File: src/logic/lpcf_pkg.sv
// Constants for the low-power, clock derivation and clock-loss block.
// Assumes a 250 MHz system clock and a plain single-cycle register port.
package lpcf_pkg;

  localparam int ADDR_W = 5;
  localparam int DATA_W = 32;

  // Register byte offsets.
  localparam logic [ADDR_W-1:0] OFF_PCLKCTL0  = 5'h00;
  localparam logic [ADDR_W-1:0] OFF_ACLKCTL   = 5'h04;
  localparam logic [ADDR_W-1:0] OFF_SYSDIV    = 5'h08;
  localparam logic [ADDR_W-1:0] OFF_WAKESEL   = 5'h0C;
  localparam logic [ADDR_W-1:0] OFF_NMIWD     = 5'h10;
  localparam logic [ADDR_W-1:0] OFF_STATUS    = 5'h14;
  localparam logic [ADDR_W-1:0] OFF_LPSTAT    = 5'h18;

  // periph_clock_ctrl0 fields.
  localparam int LPS_LSB  = 0;
  localparam int LPS_W    = 2;
  localparam int QUAL_LSB = 2;
  localparam int QUAL_W   = 6;
  localparam int WIRQ_BIT = 8;

  // Other field layouts.
  localparam int ADIV_W   = 3;
  localparam int SDIV_W   = 6;
  localparam int BYP_BIT  = 8;
  localparam int WSEL_W   = 6;
  localparam int LPST_W   = 8;

  // Reset values.
  localparam logic [ADIV_W-1:0] ADIV_RST = 3'h0;
  localparam logic [SDIV_W-1:0] SDIV_RST = 6'h00;
  localparam logic [QUAL_W-1:0] QUAL_RST = 6'h00;
  localparam logic [LPS_W-1:0]  LPS_RST  = 2'h0;

  // Low-power select codes.
  localparam logic [LPS_W-1:0] LPS_IDLE    = 2'h0;
  localparam logic [LPS_W-1:0] LPS_STANDBY = 2'h1;

  // Wake pins: 64 inputs, 62 of them may be selected.
  localparam int WAKE_PINS  = 64;
  localparam logic [WSEL_W-1:0] WSEL_MAX = 6'h3D;

  // Qualification length is QUAL_BASE plus the field, in oscillator periods.
  localparam logic [QUAL_W:0] QUAL_BASE = 7'h02;

  // Missing-clock window, counted in internal 10 MHz periods.
  localparam logic [7:0] MISS_LIMIT = 8'h08;

  // NMI watchdog length in 10 MHz periods (kept short; a top parameter overrides).
  localparam int NMIWD_DEFAULT = 65535;

  typedef enum logic [1:0] {
    LPCF_RUN,
    LPCF_IDLE,
    LPCF_STANDBY
  } lpcf_mode_t;

endpackage

File: src/logic/lpcf_top.sv
// Control-CPU low-power clock gating, shared and analog clock derivation, missing-clock detection.
// Assumes one 250 MHz clock; all derived clocks are one-cycle enables. Pins are asynchronous.
//
// Overview of operation
// Idle stops core clock, system clock runs
// Idle exits on enabled interrupt or NMI
// Idle exit restores core clock, optional wake handler
// Standby stops input, core, system clocks
// Standby exits on selected pin or IPC1
// Wake pin qualified by qualify field first
// Standby exit restores clocks, optional wake handler
// Master parks control CPU before deep sleep
// Deep sleep with standby wakes from master
// Analog clock divided; register control-CPU-only writable
// Analog reset restores analog clock register
// Analog clock stops in master deep sleep
// Shared logic on PLL clock, interface master
// PLL clock from PLL or oscillator, divided
// Missing clock switches to internal 10 MHz
// Detector runs from internal 10 MHz clock
// Clock loss flags NMIs, PWMs, mux immediately
// NMI raised and watchdog started together
// Watchdog overflow resets unless software disables
// PWMs get clock loss to stop outputs
// Only main clock is watched, not auxiliary
// Halt plus select bits choose mode
// Deep sleep stops control and shared input clocks
// Cross-domain flags synchronised before use
//
// The register addresses and the plain strobed port were decided locally.
`timescale 1ns/1ps
`default_nettype none

module lpcf_top #(
  parameter int NMIWD_CYCLES = lpcf_pkg::NMIWD_DEFAULT
) (
  input  wire logic                          clk,
  input  wire logic                          rst,
  input  wire logic [lpcf_pkg::ADDR_W-1:0]   addr,
  input  wire logic [lpcf_pkg::DATA_W-1:0]   wdata,
  input  wire logic                          wr,
  input  wire logic                          rd,
  input  wire logic                          wr_from_ctrl,
  output logic      [lpcf_pkg::DATA_W-1:0]   rdata,
  input  wire logic                          halt_indication,
  input  wire logic                          any_enabled_irq,
  input  wire logic [lpcf_pkg::WAKE_PINS-1:0] wake_pins,
  input  wire logic                          master_to_ctrl_ipc_irq1,
  input  wire logic                          master_deep_sleep,
  input  wire logic                          analog_bus_reset,
  input  wire logic                          analog_subsystem_reset,
  input  wire logic                          oscillator_clock,
  input  wire logic                          internal_ten_meg_clock,
  input  wire logic                          main_pll_tick,
  input  wire logic                          master_subsystem_clock_tick,
  input  wire logic                          master_nmiwd_disable,
  output logic                               core_clock_en,
  output logic                               ctrl_system_clock_en,
  output logic                               ctrl_input_clock_en,
  output logic                               resume_fetch,
  output logic                               standby_wake_irq,
  output logic                               pll_system_clock_tick,
  output logic                               shared_clock_tick,
  output logic                               analog_system_clock_tick,
  output logic                               epi_clock_tick,
  output logic                               clock_loss_flag,
  output logic                               ctrl_nmi_interrupt,
  output logic                               master_nmi_interrupt,
  output logic                               pwm_trip,
  output logic                               device_reset_req,
  output logic      [lpcf_pkg::LPST_W-1:0]   ctrl_lowpower_status
);

  // Asynchronous inputs gathered for a two-stage synchroniser.
  localparam int NA = lpcf_pkg::WAKE_PINS + 6;
  logic [NA-1:0] ain;
  logic [NA-1:0] s1_r;
  logic [NA-1:0] s2_r;
  assign ain = {wake_pins, master_to_ctrl_ipc_irq1, master_deep_sleep, analog_bus_reset,
                analog_subsystem_reset, oscillator_clock, internal_ten_meg_clock};

  always_ff @(posedge clk or posedge rst) begin
    if (rst) begin
      s1_r <= '0;
      s2_r <= '0;
    end else begin
      s1_r <= ain;
      s2_r <= s1_r;
    end
  end

  wire [lpcf_pkg::WAKE_PINS-1:0] pins_s = s2_r[NA-1:6];
  wire ipc1_s   = s2_r[5];
  wire dsleep_s = s2_r[4];
  wire arst_s   = s2_r[3] | s2_r[2];
  wire osc_s    = s2_r[1];
  wire tmeg_s   = s2_r[0];

  logic osc_d_r;
  logic tmeg_d_r;
  always_ff @(posedge clk or posedge rst) begin
    if (rst) begin
      osc_d_r  <= 1'b0;
      tmeg_d_r <= 1'b0;
    end else begin
      osc_d_r  <= osc_s;
      tmeg_d_r <= tmeg_s;
    end
  end
  wire osc_tick  = osc_s & ~osc_d_r;
  wire tmeg_tick = tmeg_s & ~tmeg_d_r;

  // Registers.
  logic [lpcf_pkg::LPS_W-1:0]  lps_r;
  logic [lpcf_pkg::QUAL_W-1:0] qual_r;
  logic                        wirq_en_r;
  logic [lpcf_pkg::ADIV_W-1:0] adiv_r;
  logic [lpcf_pkg::SDIV_W-1:0] sdiv_r;
  logic                        bypass_r;
  logic [lpcf_pkg::WSEL_W-1:0] wsel_r;
  logic                        ctrl_wd_dis_r;
  logic [lpcf_pkg::LPST_W-1:0] lpstat_r;

  wire wr_pc0  = wr & (addr == lpcf_pkg::OFF_PCLKCTL0);
  wire wr_acl  = wr & (addr == lpcf_pkg::OFF_ACLKCTL) & wr_from_ctrl;
  wire wr_sdv  = wr & (addr == lpcf_pkg::OFF_SYSDIV);
  wire wr_wsl  = wr & (addr == lpcf_pkg::OFF_WAKESEL);
  wire wr_wd   = wr & (addr == lpcf_pkg::OFF_NMIWD);
  wire wr_lps  = wr & (addr == lpcf_pkg::OFF_LPSTAT);
  // Only 62 pins can be selected by the mux; larger indices are clamped to WSEL_MAX.
  wire [lpcf_pkg::WSEL_W-1:0] wsel_in = (wdata[lpcf_pkg::WSEL_W-1:0] > lpcf_pkg::WSEL_MAX) ?
                                        lpcf_pkg::WSEL_MAX : wdata[lpcf_pkg::WSEL_W-1:0];

  always_ff @(posedge clk or posedge rst) begin
    if (rst) begin
      lps_r     <= lpcf_pkg::LPS_RST;
      qual_r    <= lpcf_pkg::QUAL_RST;
      wirq_en_r <= 1'b0;
      sdiv_r    <= lpcf_pkg::SDIV_RST;
      bypass_r  <= 1'b0;
      wsel_r    <= '0;
      lpstat_r  <= '0;
    end else begin
      if (wr_pc0) begin
        lps_r     <= wdata[lpcf_pkg::LPS_LSB +: lpcf_pkg::LPS_W];
        qual_r    <= wdata[lpcf_pkg::QUAL_LSB +: lpcf_pkg::QUAL_W];
        wirq_en_r <= wdata[lpcf_pkg::WIRQ_BIT];
      end
      if (wr_sdv) begin
        sdiv_r   <= wdata[lpcf_pkg::SDIV_W-1:0];
        bypass_r <= wdata[lpcf_pkg::BYP_BIT];
      end
      if (wr_wsl) wsel_r <= wsel_in;
      if (wr_lps) lpstat_r <= wdata[lpcf_pkg::LPST_W-1:0];
    end
  end

  // The analog reset acts synchronously so that a glitch on it cannot corrupt the divider.
  always_ff @(posedge clk or posedge rst) begin
    if (rst) begin
      adiv_r <= lpcf_pkg::ADIV_RST;
    end else if (arst_s) begin
      adiv_r <= lpcf_pkg::ADIV_RST;
    end else if (wr_acl) begin
      adiv_r <= wdata[lpcf_pkg::ADIV_W-1:0];
    end
  end

  // Mode machine.
  lpcf_pkg::lpcf_mode_t mode_r;
  lpcf_pkg::lpcf_mode_t mode_nxt;
  logic                 qual_wake;
  logic                 resume_nxt;
  logic                 wirq_nxt;

  wire idle_exit    = any_enabled_irq | ctrl_nmi_interrupt;
  // With the master in deep sleep the control system and input clocks are off, so a pin cannot wake us.
  wire standby_exit = ipc1_s | (qual_wake & ~dsleep_s);

  always_comb begin
    mode_nxt   = mode_r;
    resume_nxt = 1'b0;
    wirq_nxt   = 1'b0;
    case (mode_r)
      lpcf_pkg::LPCF_RUN: begin
        if (halt_indication) begin
          mode_nxt = (lps_r == lpcf_pkg::LPS_STANDBY) ? lpcf_pkg::LPCF_STANDBY : lpcf_pkg::LPCF_IDLE;
        end
      end
      lpcf_pkg::LPCF_IDLE: begin
        if (idle_exit) begin
          mode_nxt   = lpcf_pkg::LPCF_RUN;
          resume_nxt = 1'b1;
          wirq_nxt   = wirq_en_r;
        end
      end
      lpcf_pkg::LPCF_STANDBY: begin
        if (standby_exit) begin
          mode_nxt   = lpcf_pkg::LPCF_RUN;
          resume_nxt = 1'b1;
          wirq_nxt   = wirq_en_r;
        end
      end
      default: mode_nxt = lpcf_pkg::LPCF_RUN;
    endcase
  end

  always_ff @(posedge clk or posedge rst) begin
    if (rst) begin
      mode_r           <= lpcf_pkg::LPCF_RUN;
      resume_fetch     <= 1'b0;
      standby_wake_irq <= 1'b0;
    end else begin
      mode_r           <= mode_nxt;
      resume_fetch     <= resume_nxt;
      standby_wake_irq <= wirq_nxt;
    end
  end

  // Clock gates follow the next mode so that they change in the same cycle as the state.
  always_ff @(posedge clk or posedge rst) begin
    if (rst) begin
      core_clock_en        <= 1'b1;
      ctrl_system_clock_en <= 1'b1;
      ctrl_input_clock_en  <= 1'b1;
    end else begin
      core_clock_en        <= (mode_nxt == lpcf_pkg::LPCF_RUN);
      ctrl_system_clock_en <= (mode_nxt != lpcf_pkg::LPCF_STANDBY) & ~dsleep_s;
      ctrl_input_clock_en  <= (mode_nxt != lpcf_pkg::LPCF_STANDBY) & ~dsleep_s;
    end
  end

  // Wake qualification: the selected pin must stay high for QUAL_BASE plus the programmed number of oscillator samples.
  logic [lpcf_pkg::QUAL_W:0] qcnt_r;
  wire                       wake_sel = pins_s[wsel_r];
  wire [lpcf_pkg::QUAL_W:0]  qlen     = lpcf_pkg::QUAL_BASE + {1'b0, qual_r};

  always_ff @(posedge clk or posedge rst) begin
    if (rst) begin
      qcnt_r    <= '0;
      qual_wake <= 1'b0;
    end else if (!wake_sel) begin
      qcnt_r    <= '0;
      qual_wake <= 1'b0;
    end else if (osc_tick && qcnt_r != qlen) begin
      qcnt_r    <= qcnt_r + 1'b1;
      qual_wake <= (qcnt_r + 1'b1 == qlen);
    end
  end

  // Missing-clock detector on the oscillator clock, timed by the internal 10 MHz clock. The auxiliary clock has none.
  logic [7:0] miss_cnt_r;
  always_ff @(posedge clk or posedge rst) begin
    if (rst) begin
      miss_cnt_r      <= '0;
      clock_loss_flag <= 1'b0;
    end else begin
      if (osc_tick) begin
        miss_cnt_r <= '0;
      end else if (tmeg_tick && miss_cnt_r != lpcf_pkg::MISS_LIMIT) begin
        miss_cnt_r <= miss_cnt_r + 8'h01;
      end
      // The flag is sticky: a returning clock after a loss is not trusted until reset.
      if (tmeg_tick && miss_cnt_r + 8'h01 == lpcf_pkg::MISS_LIMIT) begin
        clock_loss_flag <= 1'b1;
      end
    end
  end

  logic loss_d_r;
  wire  loss_rise = clock_loss_flag & ~loss_d_r;
  always_ff @(posedge clk or posedge rst) begin
    if (rst) begin
      loss_d_r             <= 1'b0;
      ctrl_nmi_interrupt   <= 1'b0;
      master_nmi_interrupt <= 1'b0;
      pwm_trip             <= 1'b0;
    end else begin
      loss_d_r             <= clock_loss_flag;
      ctrl_nmi_interrupt   <= loss_rise;
      master_nmi_interrupt <= loss_rise;
      pwm_trip             <= clock_loss_flag;
    end
  end

  // NMI watchdogs, one per CPU, started by the same edge that raises the NMI.
  always_ff @(posedge clk or posedge rst) begin
    if (rst) ctrl_wd_dis_r <= 1'b0;
    else if (wr_wd && wdata[0]) ctrl_wd_dis_r <= 1'b1;
  end

  wire [1:0] wd_dis = {master_nmiwd_disable, ctrl_wd_dis_r};
  logic [1:0] wd_ovf;
  genvar g;
  generate
    for (g = 0; g < 2; g++) begin : g_wd
      logic        run_r;
      logic [31:0] cnt_r;
      always_ff @(posedge clk or posedge rst) begin
        if (rst) begin
          run_r <= 1'b0;
          cnt_r <= '0;
        end else if (wd_dis[g]) begin
          run_r <= 1'b0;
        end else if (loss_rise) begin
          run_r <= 1'b1;
          cnt_r <= '0;
        end else if (run_r && tmeg_tick && cnt_r != 32'(NMIWD_CYCLES)) begin
          cnt_r <= cnt_r + 32'h0000_0001;
        end
      end
      assign wd_ovf[g] = run_r & (cnt_r == 32'(NMIWD_CYCLES));
    end
  endgenerate

  always_ff @(posedge clk or posedge rst) begin
    if (rst) device_reset_req <= 1'b0;
    else device_reset_req <= |wd_ovf;
  end

  // PLL system clock: source mux then divide by select plus one.
  wire src_tick = clock_loss_flag ? tmeg_tick : (bypass_r ? osc_tick : main_pll_tick);
  logic [lpcf_pkg::SDIV_W-1:0] sdcnt_r;
  wire  sd_hit = src_tick & (sdcnt_r >= sdiv_r);
  always_ff @(posedge clk or posedge rst) begin
    if (rst) begin
      sdcnt_r               <= '0;
      pll_system_clock_tick <= 1'b0;
    end else begin
      if (sd_hit) sdcnt_r <= '0;
      else if (src_tick) sdcnt_r <= sdcnt_r + 1'b1;
      pll_system_clock_tick <= sd_hit;
    end
  end

  // Analog clock: PLL system clock divided by divider plus one, stopped in deep sleep.
  logic [lpcf_pkg::ADIV_W-1:0] adcnt_r;
  wire  ad_hit = pll_system_clock_tick & (adcnt_r >= adiv_r);
  always_ff @(posedge clk or posedge rst) begin
    if (rst) begin
      adcnt_r                  <= '0;
      analog_system_clock_tick <= 1'b0;
      shared_clock_tick        <= 1'b0;
      epi_clock_tick           <= 1'b0;
    end else begin
      if (ad_hit) adcnt_r <= '0;
      else if (pll_system_clock_tick) adcnt_r <= adcnt_r + 1'b1;
      analog_system_clock_tick <= ad_hit & ~dsleep_s;
      shared_clock_tick        <= pll_system_clock_tick & ~dsleep_s;
      epi_clock_tick           <= master_subsystem_clock_tick;
    end
  end

  assign ctrl_lowpower_status = lpstat_r;

  // Read mux; unmapped addresses read zero.
  logic [lpcf_pkg::DATA_W-1:0] rmux;
  always_comb begin
    rmux = '0;
    case (addr)
      lpcf_pkg::OFF_PCLKCTL0: rmux = 32'({wirq_en_r, qual_r, lps_r});
      lpcf_pkg::OFF_ACLKCTL:  rmux = 32'(adiv_r);
      lpcf_pkg::OFF_SYSDIV:   rmux = 32'({bypass_r, 2'h0, sdiv_r});
      lpcf_pkg::OFF_WAKESEL:  rmux = 32'(wsel_r);
      lpcf_pkg::OFF_NMIWD:    rmux = 32'({wd_ovf, ctrl_wd_dis_r});
      lpcf_pkg::OFF_STATUS:   rmux = 32'({dsleep_s, qual_wake, clock_loss_flag, mode_r});
      lpcf_pkg::OFF_LPSTAT:   rmux = 32'(lpstat_r);
      default:                rmux = '0;
    endcase
  end

  always_ff @(posedge clk or posedge rst) begin
    if (rst) rdata <= '0;
    else if (rd) rdata <= rmux;
  end

endmodule // lpcf_top

`default_nettype wire

File: config.mk
export PLATFORM = sky130hd
export DESIGN_NAME = lpcf_top
export DESIGN_NICKNAME = d
export VERILOG_FILES = /design/src/logic/lpcf_pkg.sv /design/src/logic/lpcf_top.sv
export SDC_FILE = /design/constraint.sdc
export NUM_CORES = 1
export LEC_CHECK = 0
export ABC_AREA = 1
export BUFFER_PORTS_ARGS = -buffer_cell sky130_fd_sc_hd__buf_2
export CORE_MARGIN = 2
export CORE_UTILIZATION = 55
export DETAILED_ROUTE_END_ITERATION = 7
export HOLD_SLACK_MARGIN = 0.05
export PLACE_DENSITY = 0.84
export SLEW_MARGIN = 20
export SYNTH_ARGS = -nofsm -noshare
export SYNTH_HDL_FRONTEND = slang
export SYNTH_SLANG_ARGS = --single-unit
File: constraint.sdc
create_clock -name clk -period 15.2 [get_ports clk]
set_input_delay 1.52 -clock clk [delete_from_list [all_inputs] [get_ports clk]]
set_output_delay 1.52 -clock clk [all_outputs]
set_load 0.1 [all_outputs]
==> impl_metrics.tcl <==
set metrics [dict create \
    status "complete, no violations" \
    gp_congestion 0.933 \
    row_count 57 \
    skew_ns 0.0135 \
    hold_violations 0 \
    finalWirelength_um 31100 \
    grt.total_usage 0.246 \
    die_x_um 161 \
    synth_top_area_cell "dfrtp_1" \
    crit_family "flip-flops" \
    synth_top_area_share 0.535 \
    synth_flop_cell "dfrtp_1" \
    grt_max_degree 128 \
    ios 171 \
    synth_seq_cells 290 \
    core_area_um2 24200 \
    fin_hold_ws_ns 0.341 \
    place_area_um2 14200 \
    htreeDepth 1 \
    root_buffer "clkbuf_16" \
    cts_tree "built" \
    rsz0062_at_grt "false" \
    n_antenna_cell 0 \
    vias 10812 \
    finalNetCount 1797 \
    drc_errors 0 \
    min_period_ns 3.02 \
    yosysSeqAreaShare 0.538 \
    grt_pass1_vias 10504 \
    end_kind "output port" \
    firstDrtPassIters 7 \
    nFillCells 1959 \
    synth_edf_count 0 \
    initial_core_util 0.558 \
    fmax_mhz 331 \
    ctsResizeCount 0 \
    avgSynthCellArea_um2 8.72 \
    path_max_fanout 2 \
    die_h_um 161 \
    power_mw 2.03 \
    min_path_type "reg -> reg" \
    arrival_ns 1.50 \
    dp_worst_setup_slack_ns 11.81 \
    dp.cells 1952 \
    area_delta_synth_final_pct 13.5 \
    fin_cells 2006 \
    fin_tns_setup_ns 0 \
    die_area_um2 25800 \
    worst_pin_slew_ns 0.965 \
    crit_buf_inv 1 \
    max_stage_delay_ns 0.52 \
    drt_iter0_drc 1035 \
    drv_cap 0 \
    cts.sinks 290 \
    ys_async_sr_fraction 1.00 \
    p_per_area_nw_per_um2 133 \
    setup_viol 0 \
    required_ns 13.68 \
    dp_hpwl_um 21000 \
    clock_latency_ns 0.57 \
    synth_area_leaders "dfrtp_1 (53%), nand2_1 (12%), nand3_1 (5.9%)" \
    drv_slew 0 \
    avgRoutedWirePerCell_um 15.5 \
    cts_hold_buf 0 \
    critical_path_class "reg -> out" \
    viasPerCell 5.39 \
    crit_slowest_cell "dfstp_2" \
    final_area_um2 15300 \
    vdd.ir_drop.worst_v 0.000144 \
    post_cts_buffers 0 \
    ant_nets 0 \
    power.leakage_nw 7.47 \
    start_kind "register" \
    synth_cells 1547 \
    numCtsBuffers 29 \
    final_core_util 0.633 \
    setup_ws_ns 12.18 \
    maxSlewHeadroom 0.357 \
    drive_above_1_share 0.147 \
    clk_pin_slew_ns 0.07 \
    finalCritPeriodShare 0.198 \
    clk_path_buf_depth 3 \
    yosys_warnings 0 \
    port-buffer-count 124 \
    antenna_found_initial 0 \
    crit_chain "buf_2" \
    syn_area_um2 13500 \
    synth_cell_types 46 \
    overflow 0 \
    grt_pass1_wl_um 51600 \
]
==> Yosys cell counts (5+ instances only) <==
master / number
nand4_1: 24
nor2_1: 134
nand2_1: 423
nor3b_1: 5
nand3_1: 158
buf_2: 16
clkbuf_1: 14
o21ai_2: 10
nor3_1: 37
xor2_1: 48
xnor2_1: 22
nand2_2: 15
inv_2: 11
buf_4: 29
ha_1: 21
buf_6: 7
nor2_2: 6
nor3_2: 7
o21ai_1: 12
nor4_1: 5
o22ai_1: 7
a21oi_1: 18
dfrtp_1: 288
o21ai_0: 62
inv_1: 128
==> flip-flops by register name, summed over array words and instances, names as in the netlist, 2 cells and up <==
| name | flops |
|---|---|
| s1_r | 70 |
| s2_r | 70 |
| g_wd.cnt_r | 64 |
| rdata | 9 |
| ctrl_lowpower_status | 8 |
| miss_cnt_r | 8 |
| qcnt_r | 7 |
| qual_r | 6 |
| sdcnt_r | 6 |
| sdiv_r | 6 |
| wsel_r | 6 |
| adcnt_r | 3 |
| adiv_r | 3 |
| g_wd.run_r | 2 |
| lps_r | 2 |
| mode_r | 2 |
==> report_power, final <==
| group | leakage [nW] | internal, mW | switching (mW) | total [mW] |
|---|---|---|---|---|
| Combinational | 3.28 | 0.0837 | 0.260 | 0.344 |
| Clock | 0.545 | 0.503 | 0.311 | 0.815 |
| Sequential | 3.64 | 0.826 | 0.0458 | 0.871 |
==> cells in the final DEF (no fill, tap or decap), types with 15 or more instances in the layout <==
cell	Yosys	layout
xnor2_1	22	22
nand2_1	423	423
nor2_1	134	134
xor2_1	48	48
nand4_1	24	24
inv_1	128	127
nand3_1	158	158
dfrtp_1	288	288
nand2_2	15	15
a21oi_1	18	18
buf_2	16	124
clkbuf_16	0	29
ha_1	21	21
conb_1	1	23
o21ai_0	62	62
nor3_1	37	37
==> metal layers <==
metal,up-vias,global-route usage,part of all wire
met5,-,0,0
met4,0,0.0835,0.031
met3,89,0.0362,0.069
met2,444,0.409,0.48
met1,5135,0.334,0.42
li1,5144,-,-
==> worst register-to-register path, cell delays in order (launching register included) <==
cell and delay (ns):
dfrtp_1 0.40, inv_1 0.16, nor2_4 0.11, buf_4 0.51, nand2_1 0.78, nand2_4 0.67
nand3_1 0.17, nand2_1 0.09
==> cell type report <==
type / instances / area [um^2] / share of cell area
clock inverter: 16 / 295 / 0.0193
tap: 324 / 405 / 0.0265
timing repair buffer: 128 / 654 / 0.0427
inverter: 140 / 533 / 0.0348
multi-input combinational: 1070 / 5340 / 0.349
sequential: 290 / 7260 / 0.474
clock buffer: 38 / 820 / 0.0535
==> cell families (layout without fill, tap and decap cells) <==
| logic type | after synthesis | in the layout | synth area share |
|---|---|---|---|
| buf+inv | 209 | 322 | 0.0716 |
| fa+ha+maj | 21 | 21 | 0.0195 |
| compound gates | 123 | 123 | 0.0522 |
| simple gates | 833 | 833 | 0.273 |
| other cells | 1 | 23 | 0.000278 |
| xor+xnor | 70 | 70 | 0.0455 |
| flops | 290 | 290 | 0.538 |
==> final timing paths <==
| kind | start | endpoint | slack (ns) | cells after the start |
|---|---|---|---|---|
| setup / recovery | ctrl_input_clock_en$_DFF_PP1_ | ctrl_system_clock_en | 12.18 | 1 |
| hold / removal | s1_r[0]$_DFF_PP0_ | s2_r[0]$_DFF_PP0_ | 0.34 | 0 |
| setup reg to reg | clock_loss_flag$_DFFE_PP0P_ | g_wd[0].cnt_r[16]$_DFFE_PP0P_ | 12.24 | 7 |
| hold reg to reg | s1_r[0]$_DFF_PP0_ | s2_r[0]$_DFF_PP0_ | 0.34 | 0 |
| max in group asynchronous | rst | g_wd[1].cnt_r[18]$_DFFE_PP0P_ | 12.56 | 3 |
| min in group asynchronous | rst | s1_r[46]$_DFF_PP0_ | 1.14 | 2 |
No activity file was read; power rests on OpenSTA's default activity.
